## src/inc/wit_pkg.sv

```systemverilog
// wit_pkg.sv - constants and types for the wake-up interval timer and power-state control
package wit_pkg;

   // sfr addresses
   localparam logic [7:0] ADDR_PRECOUNT_LOW  = 8'hBA;
   localparam logic [7:0] ADDR_PRECOUNT_HIGH = 8'hBB;
   localparam logic [7:0] ADDR_WAKE_PERIOD   = 8'hBC;
   localparam logic [7:0] ADDR_POWER_STATE   = 8'hF8;
   localparam logic [7:0] ADDR_TIMER_STATUS  = 8'hE8;

   // reset values
   localparam logic [7:0] RST_PRECOUNT_LOW  = 8'hE8;
   localparam logic [3:0] RST_PRECOUNT_HIGH = 4'h3;
   localparam logic [7:0] RST_WAKE_PERIOD   = 8'h01;
   localparam logic [7:0] RST_POWER_STATE   = 8'h00;

   // field positions
   localparam int POS_ENTER_POWERDOWN  = 7;
   localparam int POS_ENTER_IDLE       = 5;
   localparam int POS_SYSCLK_SELECT    = 0;
   localparam int POS_RELOAD_PENDING   = 1;
   localparam int POS_COUNTDOWN_ON     = 0;
   localparam logic [7:0] POWER_STATE_MASK = 8'hA1;

   // lp oscillator rate and tick-enable divider from the system clock
   localparam int LP_OSC_HZ     = 2000;
   localparam int SYS_CLK_HZ    = 10_000_000;
   localparam int LP_TICK_DIV   = SYS_CLK_HZ / LP_OSC_HZ;

   // cycles of the lp tick between a register write and reload taking effect
   localparam logic [1:0] RELOAD_DELAY_TICKS = 2'h2;

   typedef enum logic [1:0] {
      WIT_RUN,
      WIT_IDLE,
      WIT_POWERDOWN
   } wit_pstate_e;

endpackage : wit_pkg

```

## src/logic/wit_counter.sv

```systemverilog
// wit_counter.sv - precounter and postcounter chain clocked by the lp tick
module wit_counter #(
   parameter int PRE_W  = 12,
   parameter int POST_W = 8
) (
   // clock and reset
   input  wire logic              clk,
   input  wire logic              arst_n,
   input  wire logic              ce,
   // control
   input  wire logic              tick,
   input  wire logic              run,
   input  wire logic              load,
   input  wire logic [PRE_W-1:0]  pre_val,
   input  wire logic [POST_W-1:0] post_val,
   // result
   output logic                   expire
);
   logic [PRE_W-1:0]  pre_q;
   logic [POST_W-1:0] post_q;
   logic              expire_q;

   wire pre_end  = (pre_q <= {{(PRE_W-1){1'b0}}, 1'b1});
   // post value 0 wraps through all 256 states, giving a multiplier of 256
   wire post_end = (post_q == {{(POST_W-1){1'b0}}, 1'b1});

   always_ff @(posedge clk or negedge arst_n)
   begin
      if (!arst_n)
      begin
         pre_q    <= '0;
         post_q   <= '0;
         expire_q <= 1'b0;
      end
      else if (ce)
      begin
         expire_q <= 1'b0;
         if (load)
         begin
            pre_q  <= pre_val;
            post_q <= post_val;
         end
         else if (tick && run)
         begin
            if (!pre_end)
               pre_q <= pre_q - 1'b1;
            else
            begin
               pre_q <= pre_val;
               if (post_end)
               begin
                  post_q   <= post_val;
                  expire_q <= 1'b1;
               end
               else
                  post_q <= post_q - 1'b1;
            end
         end
      end
   end

   assign expire = expire_q;

endmodule : wit_counter

```

## src/logic/wit_top.sv

```systemverilog
// wit_top.sv - wake-up interval timer with power-state control register
//
// Summary of operation
// - precount high register holds bits 11..8 low nibble; upper nibble reserved; reset 0x03.
// - precount low register holds bits 7..0, read-write, reset 0xE8.
// - eight-bit read-write period register holds postcounter value, reset 0x01.
// - after power-down wake-up, high register upper nibble zero, low nibble kept.
// - after power-down wake-up, low precount and period registers keep their values.
// - timer uses whatever values software writes, calibrated or not.
// - bit 7 of power-state enters power down; hardware clears it on wake-up.
// - bit 5 of power-state enters idle; hardware clears it on resume event.
// - bit 0 selects system clock: 0 internal RC, 1 crystal; reset 0x00.
// - period value 0x00 multiplies by 256; 0x01..0xFF by 1..255.
// - interval is precounter over 2 kHz times postcounter; timer runs on lp ticks.
// - normal mode always counts; disabling only in test, debug or programming modes.
module wit_top
   import wit_pkg::*;
#(
   parameter int LP_DIV = LP_TICK_DIV
) (
   // clock, reset, enable
   input  wire logic       CLK,
   input  wire logic       ARST_N,
   input  wire logic       CE,
   // sfr access
   input  wire logic [7:0] SFR_ADDR,
   input  wire logic       SFR_WR,
   input  wire logic       SFR_RD,
   input  wire logic [7:0] SFR_WDATA,
   output logic      [7:0] SFR_RDATA,
   // mode and events
   input  wire logic       NORMAL_MODE,
   input  wire logic       TEST_TIMER_OFF,
   input  wire logic       RESUME_EVENT,
   input  wire logic       EXT_WAKE,
   // system controls
   output logic            POWERDOWN_REQ,
   output logic            IDLE_REQ,
   output logic            SYSCLK_XTAL_SEL,
   output logic            INTERVAL_WAKE
);
   import wit_pkg::*;

   // ------------------------------------------------------------
   // registers
   // ------------------------------------------------------------
   logic [7:0]       pre_lo_q;
   logic [3:0]       pre_hi_q;
   logic [7:0]       period_q;
   logic             enter_powerdown_q;
   logic             idle_q;
   logic             clksel_q;
   logic             pending_q;
   logic [1:0]       pend_cnt_q;
   logic [15:0]      div_q;
   logic [7:0]       rdata_q;
   logic [7:0]       rd_mux;
   logic             expire;
   logic             wake_ev;

   wire wr_lo  = SFR_WR && (SFR_ADDR == ADDR_PRECOUNT_LOW);
   wire wr_hi  = SFR_WR && (SFR_ADDR == ADDR_PRECOUNT_HIGH);
   wire wr_per = SFR_WR && (SFR_ADDR == ADDR_WAKE_PERIOD);
   wire wr_ps  = SFR_WR && (SFR_ADDR == ADDR_POWER_STATE);
   wire tick   = (div_q == 16'h0000);
   wire run    = NORMAL_MODE || !TEST_TIMER_OFF;
   wire load   = pending_q && tick && (pend_cnt_q == 2'h0);

   // wake from power down by any enabled source, the interval among them
   assign wake_ev = enter_powerdown_q && (expire || EXT_WAKE);

   // ------------------------------------------------------------
   // timer registers
   // ------------------------------------------------------------
   // wake-up leaves every timer bit intact; only a system reset restores them
   always_ff @(posedge CLK or negedge ARST_N)
   begin
      if (!ARST_N)
      begin
         pre_lo_q <= RST_PRECOUNT_LOW;
         pre_hi_q <= RST_PRECOUNT_HIGH;
         period_q <= RST_WAKE_PERIOD;
      end
      else if (CE)
      begin
         if (wr_lo)
            pre_lo_q <= SFR_WDATA;
         if (wr_hi)
            pre_hi_q <= SFR_WDATA[3:0];
         if (wr_per)
            period_q <= SFR_WDATA;
      end
   end

   // ------------------------------------------------------------
   // power-state control
   // ------------------------------------------------------------
   // a software write wins over a same-cycle hardware clear, so a fresh
   // power-down request is never lost to a wake already under way
   always_ff @(posedge CLK or negedge ARST_N)
   begin
      if (!ARST_N)
      begin
         enter_powerdown_q   <= RST_POWER_STATE[POS_ENTER_POWERDOWN];
         idle_q   <= RST_POWER_STATE[POS_ENTER_IDLE];
         clksel_q <= RST_POWER_STATE[POS_SYSCLK_SELECT];
      end
      else if (CE)
      begin
         if (wr_ps)
         begin
            enter_powerdown_q   <= SFR_WDATA[POS_ENTER_POWERDOWN];
            idle_q   <= SFR_WDATA[POS_ENTER_IDLE];
            clksel_q <= SFR_WDATA[POS_SYSCLK_SELECT];
         end
         else
         begin
            if (wake_ev)
               enter_powerdown_q <= 1'b0;
            if (RESUME_EVENT)
               idle_q <= 1'b0;
         end
      end
   end

   // ------------------------------------------------------------
   // lp time base and reload handshake
   // ------------------------------------------------------------
   // a divider of the system clock stands in for the lp oscillator
   always_ff @(posedge CLK or negedge ARST_N)
   begin
      if (!ARST_N)
         div_q <= 16'h0000;
      else if (CE)
      begin
         if (tick)
            div_q <= 16'(LP_DIV - 1);
         else
            div_q <= div_q - 16'h0001;
      end
   end

   // a write restarts the wait so the last written value is the one loaded
   always_ff @(posedge CLK or negedge ARST_N)
   begin
      if (!ARST_N)
         pending_q <= 1'b1;
      else if (CE)
      begin
         if (wr_lo || wr_hi || wr_per)
            pending_q <= 1'b1;
         else if (load)
            pending_q <= 1'b0;
      end
   end

   // wait counter steps on lp ticks only while a reload is pending
   always_ff @(posedge CLK or negedge ARST_N)
   begin
      if (!ARST_N)
         pend_cnt_q <= RELOAD_DELAY_TICKS;
      else if (CE)
      begin
         if (wr_lo || wr_hi || wr_per)
            pend_cnt_q <= RELOAD_DELAY_TICKS;
         else if (pending_q && tick && (pend_cnt_q != 2'h0))
            pend_cnt_q <= pend_cnt_q - 2'h1;
      end
   end

   wit_counter #(
      .PRE_W  (12),
      .POST_W (8)
   ) u_counter (
      .clk      (CLK),
      .arst_n   (ARST_N),
      .ce       (CE),
      .tick     (tick),
      .run      (run),
      .load     (load),
      .pre_val  ({pre_hi_q, pre_lo_q}),
      .post_val (period_q),
      .expire   (expire)
   );

   // ------------------------------------------------------------
   // read path
   // ------------------------------------------------------------
   // registered read data holds until the next read strobe
   always_comb
   begin
      rd_mux = 8'h00;
      case (SFR_ADDR)
         ADDR_PRECOUNT_LOW:  rd_mux = pre_lo_q;
         ADDR_PRECOUNT_HIGH: rd_mux = {4'h0, pre_hi_q};
         ADDR_WAKE_PERIOD:   rd_mux = period_q;
         ADDR_POWER_STATE:   rd_mux = {enter_powerdown_q, 1'b0, idle_q, 4'h0, clksel_q};
         ADDR_TIMER_STATUS:
         begin
            rd_mux[POS_RELOAD_PENDING] = pending_q;
            rd_mux[POS_COUNTDOWN_ON]   = run;
         end
         default:            rd_mux = 8'h00;
      endcase
   end

   always_ff @(posedge CLK or negedge ARST_N)
   begin
      if (!ARST_N)
         rdata_q <= 8'h00;
      else if (CE && SFR_RD)
         rdata_q <= rd_mux;
   end

   assign SFR_RDATA       = rdata_q;
   assign POWERDOWN_REQ   = enter_powerdown_q;
   assign IDLE_REQ        = idle_q;
   assign SYSCLK_XTAL_SEL = clksel_q;
   assign INTERVAL_WAKE   = expire;

endmodule : wit_top

```

## config.mk

```make
export PLATFORM = sky130hd
export DESIGN_NAME = wit_top
export DESIGN_NICKNAME = d
export VERILOG_FILES = /design/src/inc/wit_pkg.sv /design/src/logic/wit_counter.sv /design/src/logic/wit_top.sv
export SDC_FILE = /design/constraint.sdc
export NUM_CORES = 1
export LEC_CHECK = 0
export ABC_AREA = 1
export ABC_CLOCK_PERIOD_IN_PS = 1800
export BUFFER_PORTS_ARGS = -buffer_cell sky130_fd_sc_hd__buf_2
export CAP_MARGIN = 10
export CORE_ASPECT_RATIO = 1.2
export CORE_UTILIZATION = 42
export CTS_CLUSTER_SIZE = 40
export DETAILED_ROUTE_END_ITERATION = 6
export MAX_ROUTING_LAYER = met4
export SYNTH_ARGS = -nofsm -noshare
export SYNTH_HDL_FRONTEND = slang
export SYNTH_SLANG_ARGS = --single-unit
```

## constraint.sdc

```tcl
create_clock -name CLK -period 1.8 [get_ports CLK]
set_clock_uncertainty 0.1 [all_clocks]
set_input_delay 0.09 -clock CLK [delete_from_list [all_inputs] [get_ports CLK]]
set_output_delay 0.09 -clock CLK [all_outputs]
set_load 0.05 [all_outputs]
```

# After elaboration in Yosys (flattened, before gate mapping)
# Index checks and enable logic that the tools add are counted.
# W data, S select, Z words.
[op_classes]
add_sub_neg = 4
n_lt_le_gt_ge = 1
eq_ne = 6
muxes = 22
reduce_logical = 34
[ops]
columns = ["op", "n"]
rows = [
  ["$eq A8 B8 Y1 const B", 5],
  ["$mux W12", 3],
  ["$mux W8", 4],
  ["$pmux W6 S4", 1],
  ["$reduce_and A2 Y1", 9],
  ["$logic_not A16 Y1", 1],
  ["$mux W16", 1],
  ["$sub A16 B1 Y16 const B", 1],
  ["$reduce_bool A2 Y1", 7],
  ["$le A12 B1 Y1 const B", 1],
  ["$sub A12 B1 Y12 const B", 1],
  ["$logic_and A1 B1 Y1", 10],
  ["$mux W1", 10],
  ["$pmux W2 S5", 1],
  ["$eq A8 B1 Y1 const B", 1],
  ["$sub A8 B1 Y8 const B", 1],
  ["$logic_or A1 B1 Y1", 4],
  ["$mux W2", 2],
  ["$reduce_and A3 Y1", 1],
  ["$logic_not A2 Y1", 1],
  ["$sub A2 B1 Y2 const B", 1],
  ["$logic_not A1 Y1", 1],
]
[totals]
ff_bits = 71
input_bits = 25
out_inout_bits = 12
elab_cells = 80

# Logic depth before layout (Yosys ltp)
[logic_depth]
word_depth = 6
ltp_mapped = 12
depth_no_buf = 11

# By module
# A second synthesis with hierarchy kept.
[unflattened]
hier_cells = 600
hier_area_um2 = 4156.5
[modules_own_cells]
columns = ["module", "n_inst", "cells_per_inst", "area_each_um2", "seq_area_each_um2"]
rows = [
  ["wit_top", 1, 354, 2603.7, 1262.5],
  ["wit_counter", 1, 246, 1552.7, 525.5],
]

# Worst setup path before layout
# Ideal clock, no wire load.
[synth_timing]
path_kind = "reg2reg"
from = "register div_q[0]"
to = "register u_counter.pre_q[9]"
setup_ns = 0.113
t_arrival_ns = 1.547
required_ns = 1.587
slack_ns = 0.040
stages_incl_launch_ff = 12
n_path_buf = 2
synth_period_minus_slack_ns = 1.760
cell_sequence = "dfrtp_1 -> inv_1 -> ha_1 -> nand3_1 -> nor2_4 -> nand3_4 -> buf_6 -> buf_6 -> nand3_1 -> nand3_1 -> nand2_1 -> inv_1"
[synth_between]
elab_chain_len = 5
word_cells_on_any_way = 7
cone_classes = "mux (1); reduce/logical (6)"
[synth_rtl]
columns = ["element", "line_no", "source"]
rows = [
  ["start: declaration", "wit_top.sv:55", "logic [15:0] div_q;"],
  ["start signal: assignment", "wit_top.sv:137", "div_q <= 16'(LP_DIV - 1);"],
  ["start signal: assignment", "wit_top.sv:139", "div_q <= div_q - 16'h0001;"],
  ["$logic_not A16 Y1 *", "wit_top.sv:65", "wire tick = (div_q == 16'h0000);"],
  ["$logic_and A1 B1 Y1 (2 in series)", "wit_top.sv:67", "wire load = pending_q && tick && (pend_cnt_q == 2'h0);"],
  ["$reduce_bool A2 Y1 (no source line)", "n/a", ""],
  ["$reduce_and A2 Y1 (no source line)", "n/a", ""],
  ["end signal: assignment", "wit_counter.sv:40", "pre_q <= pre_val;"],
  ["end signal: assignment", "wit_counter.sv:46", "pre_q <= pre_q - 1'b1;"],
  ["end signal: assignment", "wit_counter.sv:49", "pre_q <= pre_val;"],
  ["end: declaration", "wit_counter.sv:19", "logic [PRE_W-1:0] pre_q;"],
]
# Mark *: on every way between the ends. The rest lies on a longest branch, timed or not.
# A chain may end at the register's enable or synchronous reset.

# Final worst setup path
# Same ends and word-level chain as after synthesis.

==> impl_metrics.toml <==
[run_status]
outcome = "finished with violations"
violations = "negative setup slack"

[floorplanning]
rows = 40
start_util_pct = 43.7
die_w_um = 95.6
design.die.area_um2 = 10900
pin_count = 37
die_h_um = 114
coreArea_um2 = 10100

[route]
drtIter0Drc = 215
routedWlPerCell_um = 13.7
postRouteAntennaNets = 0
wl_mm = 11.9
firstDrtPassIters = 5
routed-via-count = 4422
drc_errors = 0
vias_per_cell = 5.09

[worst_hold_path]
min-delay-start = "SFR_RD"
hold_depth = 5
whs_endpoint = "SFR_RDATA[6]"
hold_path_class = "in2reg"

[sta]
period_needed_ns = 1.82
worst_slew_pin_slew_ns = 0.480
rsz0062_at_grt = "yes"
hold_viol_final = 0
slew_headroom_pct = 67.7
fin_hold_ws_ns = 0.0713
post-route-period-util_pct = 101
setup-violations-final = 3
drv_slew = 0
setup_ws_ns = -0.0159
max_freq_mhz = 551

[logic_synthesis]
ys.flop_type = "dfrtp_1"
syn-num-nets = 657
synthDistinctLibCells = 41
synthTopCellsByArea = "dfrtp_1 (35%), nand2_1 (17%), nand3_1 (7.0%)"
yosysWarnings = 0
ys_seq_elements = 71
async_reset_ff_share_pct = 100
syn_area_um2 = 4410
synth_top_cell_by_area = "dfrtp_1"
ys_seq_area_share_pct = 40.5
syn_avg_cell_area_um2 = 7.06
synth_enable_flop_cells = 0
syn_inst = 625
synth_top_area_share_pct = 35.1

[layout]
area_growth_pct = 31.4
utilization_pct = 57.4
multi_input_area_um2 = 2440
drive_gt1_share_pct = 27.0
seqCellArea_um2 = 1790
nets = 769
antenna_cells = 0
fill_cells = 979

[power]
design_power_total_mw = 4.82
vdd_drop_max_mv = 0.538
power.density_nw_per_um2 = 831
leakagePower_nw = 3.09

[worst_setup_path]
cp_max_fo = 8
crit_path_start_kind = "register"
reg2reg_depth = 10
rrSetupSlack_ns = -0.02
crit_type = "reg2reg"
worstReg2RegStart = "div_q[0]"
worstSetupEndpointType = "register"
cp.required_ns = 1.93
crit_arrival_ns = 1.94
reg2reg_to = "u_counter.pre_q[9]"

[clock_tree]
clockBufferDepth = 2
cts_root_buf = "clkbuf_16"
cts_tree = "built"
path_clk_slew_ns = 0.06
cts_num_sinks = 71
numCtsBuffers = 9
insertion_delay_ns = 0.34
htree_levels = 3

[place]
pre_cts_slack_ns = -0.0946
io_buffers = 36
finalWeightedCongestion = 0.864
dp_hpwl_mm = 8.80

[global_route]
antenna_found_initial = 0
grt_max_degree = 72
grt_pass1_wl_mm = 19.4
grtUsageTotal_pct = 23.8
grt_pass1_vias = 4247
grt.overflow.total = 0

[flow_run]
cap_violations = 0
## what timing repair did
item,in CTS,in global routing
resized for setup,7,54
hold endpoints to repair,85,0
setup buffers,3,8
hold buffers,11,0
pin swaps,5,15
endpoints found under the setup margin,15,36
cloned,0,1
## sequential cells by signal, indices dropped and copies added (netlist names)
signal and count:
pending_q 1, pend_cnt_q 2, pre_hi_q 4, period_q 8
IDLE_REQ 1, u_counter.expire 1, pre_lo_q 8, u_counter.pre_q 12
POWERDOWN_REQ 1, SFR_RDATA 8, u_counter.post_q 8, div_q 16
SYSCLK_XTAL_SEL 1
## synth_stat cells, types with 2 or more instances
cell type  count
xor2_1         4
nand3b_1       3
o22ai_1        3
or2_2          2
nand2_2        5
nand2_4        2
buf_6          4
inv_1         81
mux2_1         2
nor2_1        66
nand2_1      202
nand3_1       62
nand4_1       10
o21ai_0       39
a21oi_1        6
buf_2          4
nor2_2         5
nor3_1        13
ha_1           7
inv_2          3
nor3b_1        3
nor2_4         5
dfstp_2        9
nand3_2        5
mux2_2         2
nand3b_2       2
dfrtp_1       62
## layout make-up
class	count	share of cell area [%]
Tap cell	126	2.72
Inverter	84	5.48
Multi-Input combinational cell	460	42.0
Clock buffer	11	4.18
Clock inverter	5	1.01
Timing Repair Buffer	111	13.8
Sequential cell	71	30.9
## cells by family after synthesis
family	share of synthesized area [%]
buffers and inverters	8.87
xor gates and xnor gates	0.794
AOI/OAI and AO/OA	6.55
and+or+nand+nor	40.1
adders and majority gates	1.98
muxes	1.25
DFF	40.5
## metal layers
layer	vias up	track usage (%)	part of all wire (%)
met5	-	-	0
met4	0	7.36	1.5
met3	17	2.99	2.6
met2	81	41.6	52
met1	2102	28.4	44
li1	2222	-	-
## metrics by stage
stage | setup TNS (ns) | instances | instance area (µm²)
6_report | -0.0342 | 868 | 5800
5_1_grt | -1.58 | 868 | 5800
4_1_cts | 0 | 859 | 5540
3_5_place_dp | -0.412 | 829 | 5080
3_3_place_gp | -0.0322 | 829 | 5080
2_1_floorplan | 0 | 625 | 4410
## worst max path at each step
stage | endpoint | from | depth (start not counted) | slack [ns]
after floorplan | u_counter.pre_q[9] | div_q[0] | 11 | 0.04
after detailed placement | u_counter.pre_q[6] | div_q[1] | 10 | -0.09
after CTS | u_counter.pre_q[5] | pend_cnt_q[1] | 11 | 0.005
final | u_counter.pre_q[9] | div_q[0] | 10 | -0.02
after global placement | u_counter.post_q[7] | div_q[0] | 9 | -0.03
after global routing | u_counter.pre_q[10] | div_q[1] | 13 | -0.12
## power breakdown
part	internal, mW	switching, mW	leakage (nW)
Sequential	1.75	0.122	0.850
Clock	1.11	0.690	0.142
Combinational	0.505	0.640	2.09
Total	3.37	1.45	3.09
## worst max-delay path: stages, from the launching register on
cell,delay [ns]
dfrtp_1,0.39
inv_2,0.08
ha_4,0.15
nand3_4,0.08
nor2_4,0.20
nand4_1,0.20
nand2_4,0.19
buf_4,0.14
nand3_1,0.07
nand2_1,0.07
inv_1,0.03
## cell usage in the layout, fill, tap and decap left out, types with 10 or more instances in the layout
cell	count
o21ai_0	38
dfrtp_1	60
buf_4	59
nor3_1	11
nand2_1	192
nand2_2	12
nand4_1	10
nand3_1	50
nor2_1	57
dlygate4sd3_1	11
inv_1	77
nor2_4	10
buf_2	36
nand3_2	16
(Power assumes the default switching activity.)
